--- src/hdl/ssb_defines.vh ---
// Constants for the shadow-set binding register bank.
// Assumes inclusion by bare name from the design files of this block.
// Operation
// - Upper maps at register 6 select 4/5
// - Bit 31 read-only: next map present
// - Sets 12/11/10 in 29:20/19:10/9:0
// - Sets 15/14/13 in 29:20/19:10/9:0
// - Reserved bits read zero; software writes zero
// - Tied-off slot reads all ones
// - Unsupported slots contiguous from the top
// - Next flag only if all lower slots (10/11/12) instantiated
// - Highest set tracks valid slots at run time
// - Zero set means own thread file
// - Thread exceptions use code 25
// - Duplicate TLB entries suppressed silently
// - Step and parked flags per thread
// - Distinct processor number per virtual processor
// - Config fields writable in configuration state
// - Threading-present flag at config three bit 2
// - Decode halted, free, running, blocked
// - Programmable slots reset to 0x3FE
// - 0x3FF or 0x3FE marks slot invalid
// - Ignore assignment of unbound thread context
// - Highest set is lowest invalid minus one
`ifndef SSB_DEFINES_VH
`define SSB_DEFINES_VH
`define SSB_REG_NUM 5'h06
`define SSB_SEL_THREE 3'h4
`define SSB_SEL_FOUR 3'h5
`define SSB_NEXT_BIT 31
`define SSB_SLOT_W 10
`define SSB_SLOT_HI_LSB 20
`define SSB_SLOT_MID_LSB 10
`define SSB_SLOT_LO_LSB 0
`define SSB_SLOT_RESET 10'h3FE
`define SSB_SLOT_TIED 10'h3FF
`define SSB_EXC_THREAD 5'h19
`define SSB_CFG3_MT_BIT 2
`define SSB_ST_HALTED 4'h1
`define SSB_ST_FREE 4'h2
`define SSB_ST_RUNNING 4'h4
`define SSB_ST_BLOCKED 4'h8
`endif

--- src/hdl/ssb_slot.v ---
// One shadow slot field: programmable, read-only preset or tied off.
// Assumes the owner decodes the write strobe and binding check.
`include "ssb_defines.vh"
module ssb_slot #(
   parameter MODE = 0,
   parameter [9:0] PRESET = 10'h3FE
) (
   // Clock and reset
   input wire clk,
   input wire sys_rst,
   // Write side
   input wire wr_en,
   input wire wr_bound,
   input wire [9:0] wr_data,
   // Field value
   output wire [9:0] value
);
   // MODE 0 programmable, 1 read-only preset, 2 tied off
   reg [9:0] slot;
   always @(posedge clk) begin
      if (sys_rst)
         slot <= `SSB_SLOT_RESET;
      else if (MODE == 0 && wr_en && wr_bound)
         slot <= wr_data;
   end
   assign value = (MODE == 2) ? `SSB_SLOT_TIED :
                  (MODE == 1) ? PRESET : slot;
endmodule

--- src/hdl/ssb_bank.v ---
// Shadow-set binding registers for one virtual processor, plus related
// privileged-state helpers. Assumes a same-clock system-control move port.
`include "ssb_defines.vh"
module ssb_bank #(
   parameter NTC = 8,
   parameter MODE10 = 0,
   parameter MODE11 = 0,
   parameter MODE12 = 0,
   parameter MODE13 = 0,
   parameter MODE14 = 0,
   parameter MODE15 = 2,
   parameter [9:0] PRESET10 = 10'h3FE,
   parameter [9:0] PRESET11 = 10'h3FE,
   parameter [9:0] PRESET12 = 10'h3FE,
   parameter [9:0] PRESET13 = 10'h3FE,
   parameter [9:0] PRESET14 = 10'h3FE,
   parameter [9:0] PRESET15 = 10'h3FE,
   parameter [3:0] LOW_HSS = 4'h9,
   parameter [3:0] VPE_NUM = 4'h0,
   parameter [9:0] CPU_NUM = 10'h000,
   parameter [7:0] CFG1_INIT = 8'h00
) (
   // Clock and reset
   input wire clk,
   input wire sys_rst,
   // System-control move port
   input wire mv_wr,
   input wire mv_rd,
   input wire [4:0] mv_reg,
   input wire [2:0] mv_sel,
   input wire [31:0] mv_wdata,
   output reg [31:0] mv_rdata,
   output reg mv_hit,
   // Thread binding lookup
   input wire [NTC*4-1:0] tc_bound_vpe,
   // Shadow set control
   input wire [3:0] current_shadow_set,
   input wire [3:0] previous_shadow_set,
   input wire [7:0] serving_thread_number,
   output reg [3:0] highest_shadow_set,
   output wire css_own_file,
   output wire pss_own_file,
   output wire [7:0] css_file_thread,
   // Thread exception
   input wire thread_exc,
   output reg [4:0] exception_code_field,
   output reg exc_code_valid,
   // TLB duplicate handling
   input wire tlb_dup_hit,
   input wire tlb_write,
   output wire tlb_write_commit,
   output wire machine_check,
   // Debug per thread
   input wire [7:0] dbg_tc,
   input wire dbg_wr,
   input wire single_step_in,
   input wire parked_in,
   output wire single_step_flag,
   output wire thread_parked_flag,
   // Processor number and configuration
   output wire [9:0] processor_number,
   input wire config_state_bit,
   input wire cfg1_wr,
   input wire [7:0] cfg1_wdata,
   output reg [5:0] tlb_size_field,
   output reg cop_two_present,
   output reg media_ext_present,
   output reg float_unit_present,
   output wire threading_present,
   output wire [31:0] config_word_three,
   // Thread state decode
   input wire stop_bit,
   input wire live_bit,
   input wire [2:0] run_state_code,
   output reg [3:0] thread_state
);
   // Slot build mode for a slot that is not there
   localparam M_TIED = 2;
   // Upper map exists only when every lower slot is built; kept constant
   // because it also decides how the upper slots are built
   localparam [0:0] NEXT_FLAG = (MODE10 != M_TIED) && (MODE11 != M_TIED) && (MODE12 != M_TIED);
   localparam EMODE13 = NEXT_FLAG ? MODE13 : M_TIED;
   localparam EMODE14 = NEXT_FLAG ? MODE14 : M_TIED;
   localparam EMODE15 = NEXT_FLAG ? MODE15 : M_TIED;

   // Register and select decode shared by both maps
   function map_sel;
      input [4:0] r;
      input [2:0] s;
      input [2:0] want;
      begin
         map_sel = (r == `SSB_REG_NUM) && (s == want);
      end
   endfunction

   // Word layout shared by both maps; bit 30 always reads zero
   function [31:0] map_word;
      input top;
      input [9:0] hi;
      input [9:0] mid;
      input [9:0] lo;
      begin
         map_word = {top, 1'b0, hi, mid, lo};
      end
   endfunction

   wire [9:0] s10, s11, s12, s13, s14, s15;
   wire sel3 = map_sel(mv_reg, mv_sel, `SSB_SEL_THREE);
   wire sel4 = map_sel(mv_reg, mv_sel, `SSB_SEL_FOUR);
   wire next_flag = NEXT_FLAG;

   function invalid_slot;
      input [9:0] v;
      begin
         invalid_slot = (v == `SSB_SLOT_TIED) || (v == `SSB_SLOT_RESET);
      end
   endfunction

   // Bound if the named context belongs to this virtual processor, or if the value marks the slot invalid
   function bound_ok;
      input [9:0] v;
      input [NTC*4-1:0] map;
      integer i;
      begin
         bound_ok = 1'b0;
         for (i = 0; i < NTC; i = i + 1)
            if (v == i[9:0] && map[i*4 +: 4] == VPE_NUM)
               bound_ok = 1'b1;
         if (invalid_slot(v))
            bound_ok = 1'b1; // Reclaiming a slot needs no binding
      end
   endfunction

   wire w3 = mv_wr && sel3;
   wire w4 = mv_wr && sel4;
   wire [9:0] d_hi = mv_wdata[`SSB_SLOT_HI_LSB +: 10];
   wire [9:0] d_mid = mv_wdata[`SSB_SLOT_MID_LSB +: 10];
   wire [9:0] d_lo = mv_wdata[`SSB_SLOT_LO_LSB +: 10];
   wire b_hi = bound_ok(d_hi, tc_bound_vpe);
   wire b_mid = bound_ok(d_mid, tc_bound_vpe);
   wire b_lo = bound_ok(d_lo, tc_bound_vpe);

   ssb_slot #(.MODE(MODE10), .PRESET(PRESET10)) u_s10 (
      .clk(clk),
      .sys_rst(sys_rst),
      .wr_en(w3),
      .wr_bound(b_lo),
      .wr_data(d_lo),
      .value(s10)
   );
   ssb_slot #(.MODE(MODE11), .PRESET(PRESET11)) u_s11 (
      .clk(clk),
      .sys_rst(sys_rst),
      .wr_en(w3),
      .wr_bound(b_mid),
      .wr_data(d_mid),
      .value(s11)
   );
   ssb_slot #(.MODE(MODE12), .PRESET(PRESET12)) u_s12 (
      .clk(clk),
      .sys_rst(sys_rst),
      .wr_en(w3),
      .wr_bound(b_hi),
      .wr_data(d_hi),
      .value(s12)
   );
   ssb_slot #(.MODE(EMODE13), .PRESET(PRESET13)) u_s13 (
      .clk(clk),
      .sys_rst(sys_rst),
      .wr_en(w4),
      .wr_bound(b_lo),
      .wr_data(d_lo),
      .value(s13)
   );
   ssb_slot #(.MODE(EMODE14), .PRESET(PRESET14)) u_s14 (
      .clk(clk),
      .sys_rst(sys_rst),
      .wr_en(w4),
      .wr_bound(b_mid),
      .wr_data(d_mid),
      .value(s14)
   );
   ssb_slot #(.MODE(EMODE15), .PRESET(PRESET15)) u_s15 (
      .clk(clk),
      .sys_rst(sys_rst),
      .wr_en(w4),
      .wr_bound(b_hi),
      .wr_data(d_hi),
      .value(s15)
   );

   // Read mux; anything but a present map reads zero
   reg [31:0] next_rdata;
   reg next_hit;
   always @* begin
      next_rdata = 32'h00000000;
      next_hit = 1'b0;
      if (mv_rd && sel3) begin
         next_rdata = map_word(next_flag, s12, s11, s10);
         next_hit = 1'b1;
      end else if (mv_rd && sel4 && next_flag) begin
         next_rdata = map_word(1'b0, s15, s14, s13);
         next_hit = 1'b1;
      end
   end
   always @(posedge clk) begin
      if (sys_rst) begin
         mv_rdata <= 32'h00000000;
         mv_hit <= 1'b0;
      end else begin
         mv_rdata <= next_rdata;
         mv_hit <= next_hit;
      end
   end

   // Highest valid set: stop at the first invalid slot from the bottom.
   // Contiguity of supported slots keeps this a simple scan.
   reg [3:0] next_hss;
   always @* begin
      next_hss = 4'hF;
      if (invalid_slot(s15)) next_hss = 4'hE;
      if (invalid_slot(s14)) next_hss = 4'hD;
      if (invalid_slot(s13)) next_hss = 4'hC;
      if (invalid_slot(s12)) next_hss = 4'hB;
      if (invalid_slot(s11)) next_hss = 4'hA;
      if (invalid_slot(s10)) next_hss = LOW_HSS;
   end
   always @(posedge clk) begin
      if (sys_rst)
         highest_shadow_set <= 4'h0;
      else
         highest_shadow_set <= next_hss;
   end

   // Set zero selects the servicing thread's own file
   assign css_own_file = (current_shadow_set == 4'h0);
   assign pss_own_file = (previous_shadow_set == 4'h0);
   assign css_file_thread = css_own_file ? serving_thread_number : 8'h00;

   always @(posedge clk) begin
      if (sys_rst) begin
         exception_code_field <= 5'h00;
         exc_code_valid <= 1'b0;
      end else begin
         exc_code_valid <= thread_exc;
         if (thread_exc)
            exception_code_field <= `SSB_EXC_THREAD;
      end
   end

   // Duplicate entries dropped without a machine check
   assign tlb_write_commit = tlb_write && !tlb_dup_hit;
   assign machine_check = 1'b0;

   // Per-thread debug flags; other debug fields stay per virtual processor
   reg [NTC-1:0] step_q;
   reg [NTC-1:0] park_q;
   reg [NTC-1:0] next_step;
   reg [NTC-1:0] next_park;
   integer k;
   always @* begin
      next_step = step_q;
      next_park = park_q;
      for (k = 0; k < NTC; k = k + 1)
         if (dbg_wr && dbg_tc == k[7:0]) begin
            next_step[k] = single_step_in;
            next_park[k] = parked_in;
         end
   end
   always @(posedge clk) begin
      if (sys_rst) begin
         step_q <= {NTC{1'b0}};
         park_q <= {NTC{1'b0}};
      end else begin
         step_q <= next_step;
         park_q <= next_park;
      end
   end
   assign single_step_flag = step_q[dbg_tc[2:0]];
   assign thread_parked_flag = park_q[dbg_tc[2:0]];

   assign processor_number = CPU_NUM;

   // Presence fields writable only in configuration state
   reg [5:0] next_tlb_size;
   reg next_cop_two;
   reg next_media;
   reg next_float;
   always @* begin
      next_tlb_size = tlb_size_field;
      next_cop_two = cop_two_present;
      next_media = media_ext_present;
      next_float = float_unit_present;
      if (cfg1_wr && config_state_bit) begin
         next_tlb_size = cfg1_wdata[7:2];
         next_cop_two = cfg1_wdata[1];
         next_media = cfg1_wdata[0];
         next_float = cfg1_wdata[0] | cfg1_wdata[1];
      end
   end
   always @(posedge clk) begin
      if (sys_rst) begin
         tlb_size_field <= CFG1_INIT[7:2];
         cop_two_present <= CFG1_INIT[1];
         media_ext_present <= CFG1_INIT[0];
         float_unit_present <= 1'b0;
      end else begin
         tlb_size_field <= next_tlb_size;
         cop_two_present <= next_cop_two;
         media_ext_present <= next_media;
         float_unit_present <= next_float;
      end
   end

   assign threading_present = 1'b1;
   assign config_word_three = {29'h0000000, threading_present, 2'b00};

   // Thread state from halt, live and run-state inputs; halt wins over all
   function [3:0] decode_state;
      input halt;
      input live;
      input [2:0] run;
      begin
         if (halt)
            decode_state = `SSB_ST_HALTED;
         else if (!live)
            decode_state = `SSB_ST_FREE;
         else if (run == 3'h0)
            decode_state = `SSB_ST_RUNNING;
         else
            decode_state = `SSB_ST_BLOCKED;
      end
   endfunction

   always @(posedge clk) begin
      if (sys_rst)
         thread_state <= `SSB_ST_FREE;
      else
         thread_state <= decode_state(stop_bit, live_bit, run_state_code);
   end
endmodule

--- config.mk ---
export PLATFORM = sky130hd
export DESIGN_NAME = ssb_bank
export DESIGN_NICKNAME = d
export VERILOG_FILES = /design/src/hdl/ssb_slot.v /design/src/hdl/ssb_bank.v
export VERILOG_INCLUDE_DIRS = /design/src /design/src/hdl
export SDC_FILE = /design/constraint.sdc
export NUM_CORES = 1
export LEC_CHECK = 0
export ABC_AREA = 1
export BUFFER_PORTS_ARGS = -buffer_cell sky130_fd_sc_hd__buf_2
export CORE_MARGIN = 10
export CORE_UTILIZATION = 53
export CTS_CLUSTER_DIAMETER = 120
export DETAILED_ROUTE_END_ITERATION = 7
export HOLD_SLACK_MARGIN = 0.05
export PLACE_DENSITY_LB_ADDON = 0.25
export REMOVE_ABC_BUFFERS = 1
export SETUP_SLACK_MARGIN = 0.3
export SYNTH_ARGS = -nofsm -noshare
export SYNTH_HDL_FRONTEND = slang
export SYNTH_HIERARCHICAL = 1
export SYNTH_SLANG_ARGS = --single-unit
--- constraint.sdc ---
create_clock -name clk -period 2.9 [get_ports clk]
set_input_delay 0.435 -clock clk [delete_from_list [all_inputs] [get_ports clk]]
set_output_delay 0.435 -clock clk [all_outputs]
set_load 0.01 [all_outputs]
==> impl_results.md <==
* Post-synth cell types at 28
* Final Hold Viols at 0
* Buffers added on ports at approximately 180
* Seq pwr share at a little over two fifths
* CP bufs+invs at 2
* Maximum net fanout on the critical path at 15
* Maxcap violations at 0
* Min-delay worst type: input port to register
* Outcome: finished, final reports clean
* VDD IR-drop max at approximately 0.32 mV
* Final Cell Area at between 0.007 and 0.008 mm^2
* Yosys reg bits at about 120
* Clock Latency Late Sink at 0.52 ns
* Clock buffer count from CTS at 17
* RSZ-0062 raised after global routing: no
* Data arrival, critical path at roughly 2.2 ns
* Slew margin rel. at 39.8%
* Boundary pin count at approximately 230
* Setup TNS after final layout at 0 ns
* Fin crit period at around 1.8 ns
* CP peak stage delay at 0.46 ns
* Kind of critical path: input port to register
* P per Cell Area at approximately 550 mW/mm^2
* Synth cell count leaders: nand2_1, nand3_1, dfxtp_1
* Post-synthesis async set-or-reset flop share at 0%
* Initial antenna violation count at 1
* Vias at about 5600
* Post-Syn Instances at about 820
* Worst Setup End Kind: register
* Worst-margin pin slew at 0.902 ns
* DR pass1 iterations at 5
* Area contributors post-synth: dfxtp_1, nand3_1, nand2_1
* Main synth FF type: dfxtp_1
* Number of global-route vias before repair at 5708
* GR Overflow Total at 0
* Yosys top cell area share at 40.0%
* Die width at approximately 130 um
* EDFF count, synth at 0
* Die Footprint at about 0.016 mm^2
* Crit-path cells: buf_2, inv_1, nor2_1, nand4_1, nand3_1, nand2_1, nand2_1, nand3_1, nand2_1, nand2_4, nand2_1, nand3_1
* Syn Std Cell Area at approximately 0.0059 mm^2
* Overall power at 3.87 mW
* Antenna Nets Post-Route at 0
* Cell Area, Placed at around 0.0065 mm^2
* Detailed Route WL at between 15000 and 20000 um
* Initial Util at a little over half
* Most repeated library cell on the critical path: nand2_1
* Int Power at between 2 and 3 mW
* Die H at 125 um
* Final setup fails at 0
* Fraction of layout cells with a size suffix above 1 at around a quarter
* H-tree depth reported by CTS at 4
* Core area at between 0.01 and 0.015 mm^2
* CP required at 3.29 ns
* Sw Share at between 20% and 30%
* Max-slew violations at 0
* Avg WL per Cell at between 10 and 15 um
* Area grow syn2layout at 20.9%
* Root buf cell: clkbuf_8
* Cts hold-fix bufs at 0
* CTS tree: done
* DRT iter0 DRCs at roughly 330
* Post-DP HPWL at roughly 13000 um
* Post-CTS sizing at 0
* Largest area contributor in the synthesized netlist: dfxtp_1
* Final cell count without fillers at between 1000 and 1500
* Combinational cell fraction of total power at between 7 and 8%
* Rows at 38
* Postcts setup bufs at 0
* Max Freq at approximately 0.56 GHz
* Leakage at about 4.2 nW
* Clk pin slew, worst setup/hold paths at 0.05 ns
* Critical path launch point type: input port
* Final period util at between 60 and 70%
* Clock power frac at roughly half
* # clock sinks at roughly 120
* Synthesis warning total at 6
* Largest net degree at the start of global routing at 32
* Sequential area share after synthesis at 40.0%
* Net count, final at 1118
* Reg2Reg Setup Slack at ~1.7 ns
* Setup Skew at 0.0102 ns
* Most frequent cell after synthesis: nand2_1
* Syn Area/Cell at ~7.2 um^2
* # DRC at 0
* Routability cong. at about 0.85
* Sw Pwr at approximately 0.9 mW
* DR vias/cell at 4.84
* CP top delay family: simple AND/OR/NAND/NOR gates
* GRT Total Usage at 20.5%
* Global-route wire length before repair at approximately 27000 um
* Crit-path slowest cell: nand2_1
* Clk buf depth at 2
* Total instance count after detailed placement at around 1100
==> final cells by class <==
class                      count  area, um^2
fill                        1003        3760
sequential                   117        2340
inverter                     116         435
multi-input combinational    556        2610
antenna                        1        2.50
tap                          140         175
clock inverter                 8        72.6
clock buffer                  24         490
timing repair buffer         189         958
==> layout by cell type, fill, tap and decap left out, types with 10 or more instances in the layout <==
master,instances
nand3_1,125
nand2_1,154
o22ai_1,10
nor3_1,16
o21ai_2,19
nor2_1,95
inv_1,109
nand4_1,20
a21oi_1,10
conb_1,57
o21ai_0,22
buf_2,184
clkbuf_16,16
dfxtp_1,117
==> final timing paths <==
path / startpoint / to / cells after the start
hold reg to reg: u_s12/value[5]$_SDFFE_PP1P_ / u_s12/value[5]$_SDFFE_PP1P_ / 2
setup reg to reg: u_s11/value[7]$_SDFFE_PP1P_ / highest_shadow_set[0]$_SDFF_PP0_ / 5
setup / recovery: mv_wdata[2] / u_s13/value[6]$_SDFFE_PP1P_ / 12
hold / removal: run_state_code[0] / thread_state[2]$_SDFF_PP0_ / 2
==> cells by family after synthesis <==
| group | after synthesis | synth area share (%) |
|---|---|---|
| AND/OR/NAND/NOR | 430 | 33.1 |
| buffers and inverters | 199 | 19.1 |
| flip-flops | 117 | 40.0 |
| AO/OA/AOI/OAI | 69 | 7.67 |
| other | 3 | 0.192 |
==> flip-flops by register name (all words and copies together), names as in the netlist, 6 cells and up <==
| register | count |
|---|---|
| mv_rdata | 31 |
| u_s12/value | 10 |
| u_s13/value | 10 |
| u_s14/value | 10 |
| step_q | 8 |
| u_s10/value | 10 |
| tlb_size_field | 6 |
| u_s11/value | 10 |
| park_q | 8 |
==> metal layers <==
metal	global-route usage (%)	share of wire (%)	vias up
li1	-	-	2862
met1	22.7	42	2474
met2	35.4	49	224
met3	7.98	8.0	15
met4	6.64	1.3	0
met5	0	0	-
==> stage by stage <==
stage	worst slack [ns]	hold WS [ns]	util, %
CTS	1.11	0.0768	65.3
detailed placement	0.606	0.442	60.1
global route	0.938	0.0940	65.3
floorplan	0.381	0.429	-
global placement	0.633	0.437	60.1
finish	1.10	0.0944	65.3
==> power groups by stage <==
stage / Combinational [mW] / Sequential [mW] / Clock (mW)
global placement: 0.288 / 1.66 / 0
global route: 0.335 / 1.63 / 2.05
CTS: 0.292 / 1.63 / 1.97
floorplan: 0.126 / 1.67 / 0
finish: 0.296 / 1.63 / 1.95
detailed placement: 0.290 / 1.66 / 0
==> worst register-to-register path: cells and delay by family, from the launching register on <==
kind / cells / cell delay [ns]
buf+inv: 1 / 0.06
flops: 1 / 0.33
simple gates: 3 / 0.61
compound gates: 1 / 0.06
Note: power is estimated with default switching activity, not from simulation.
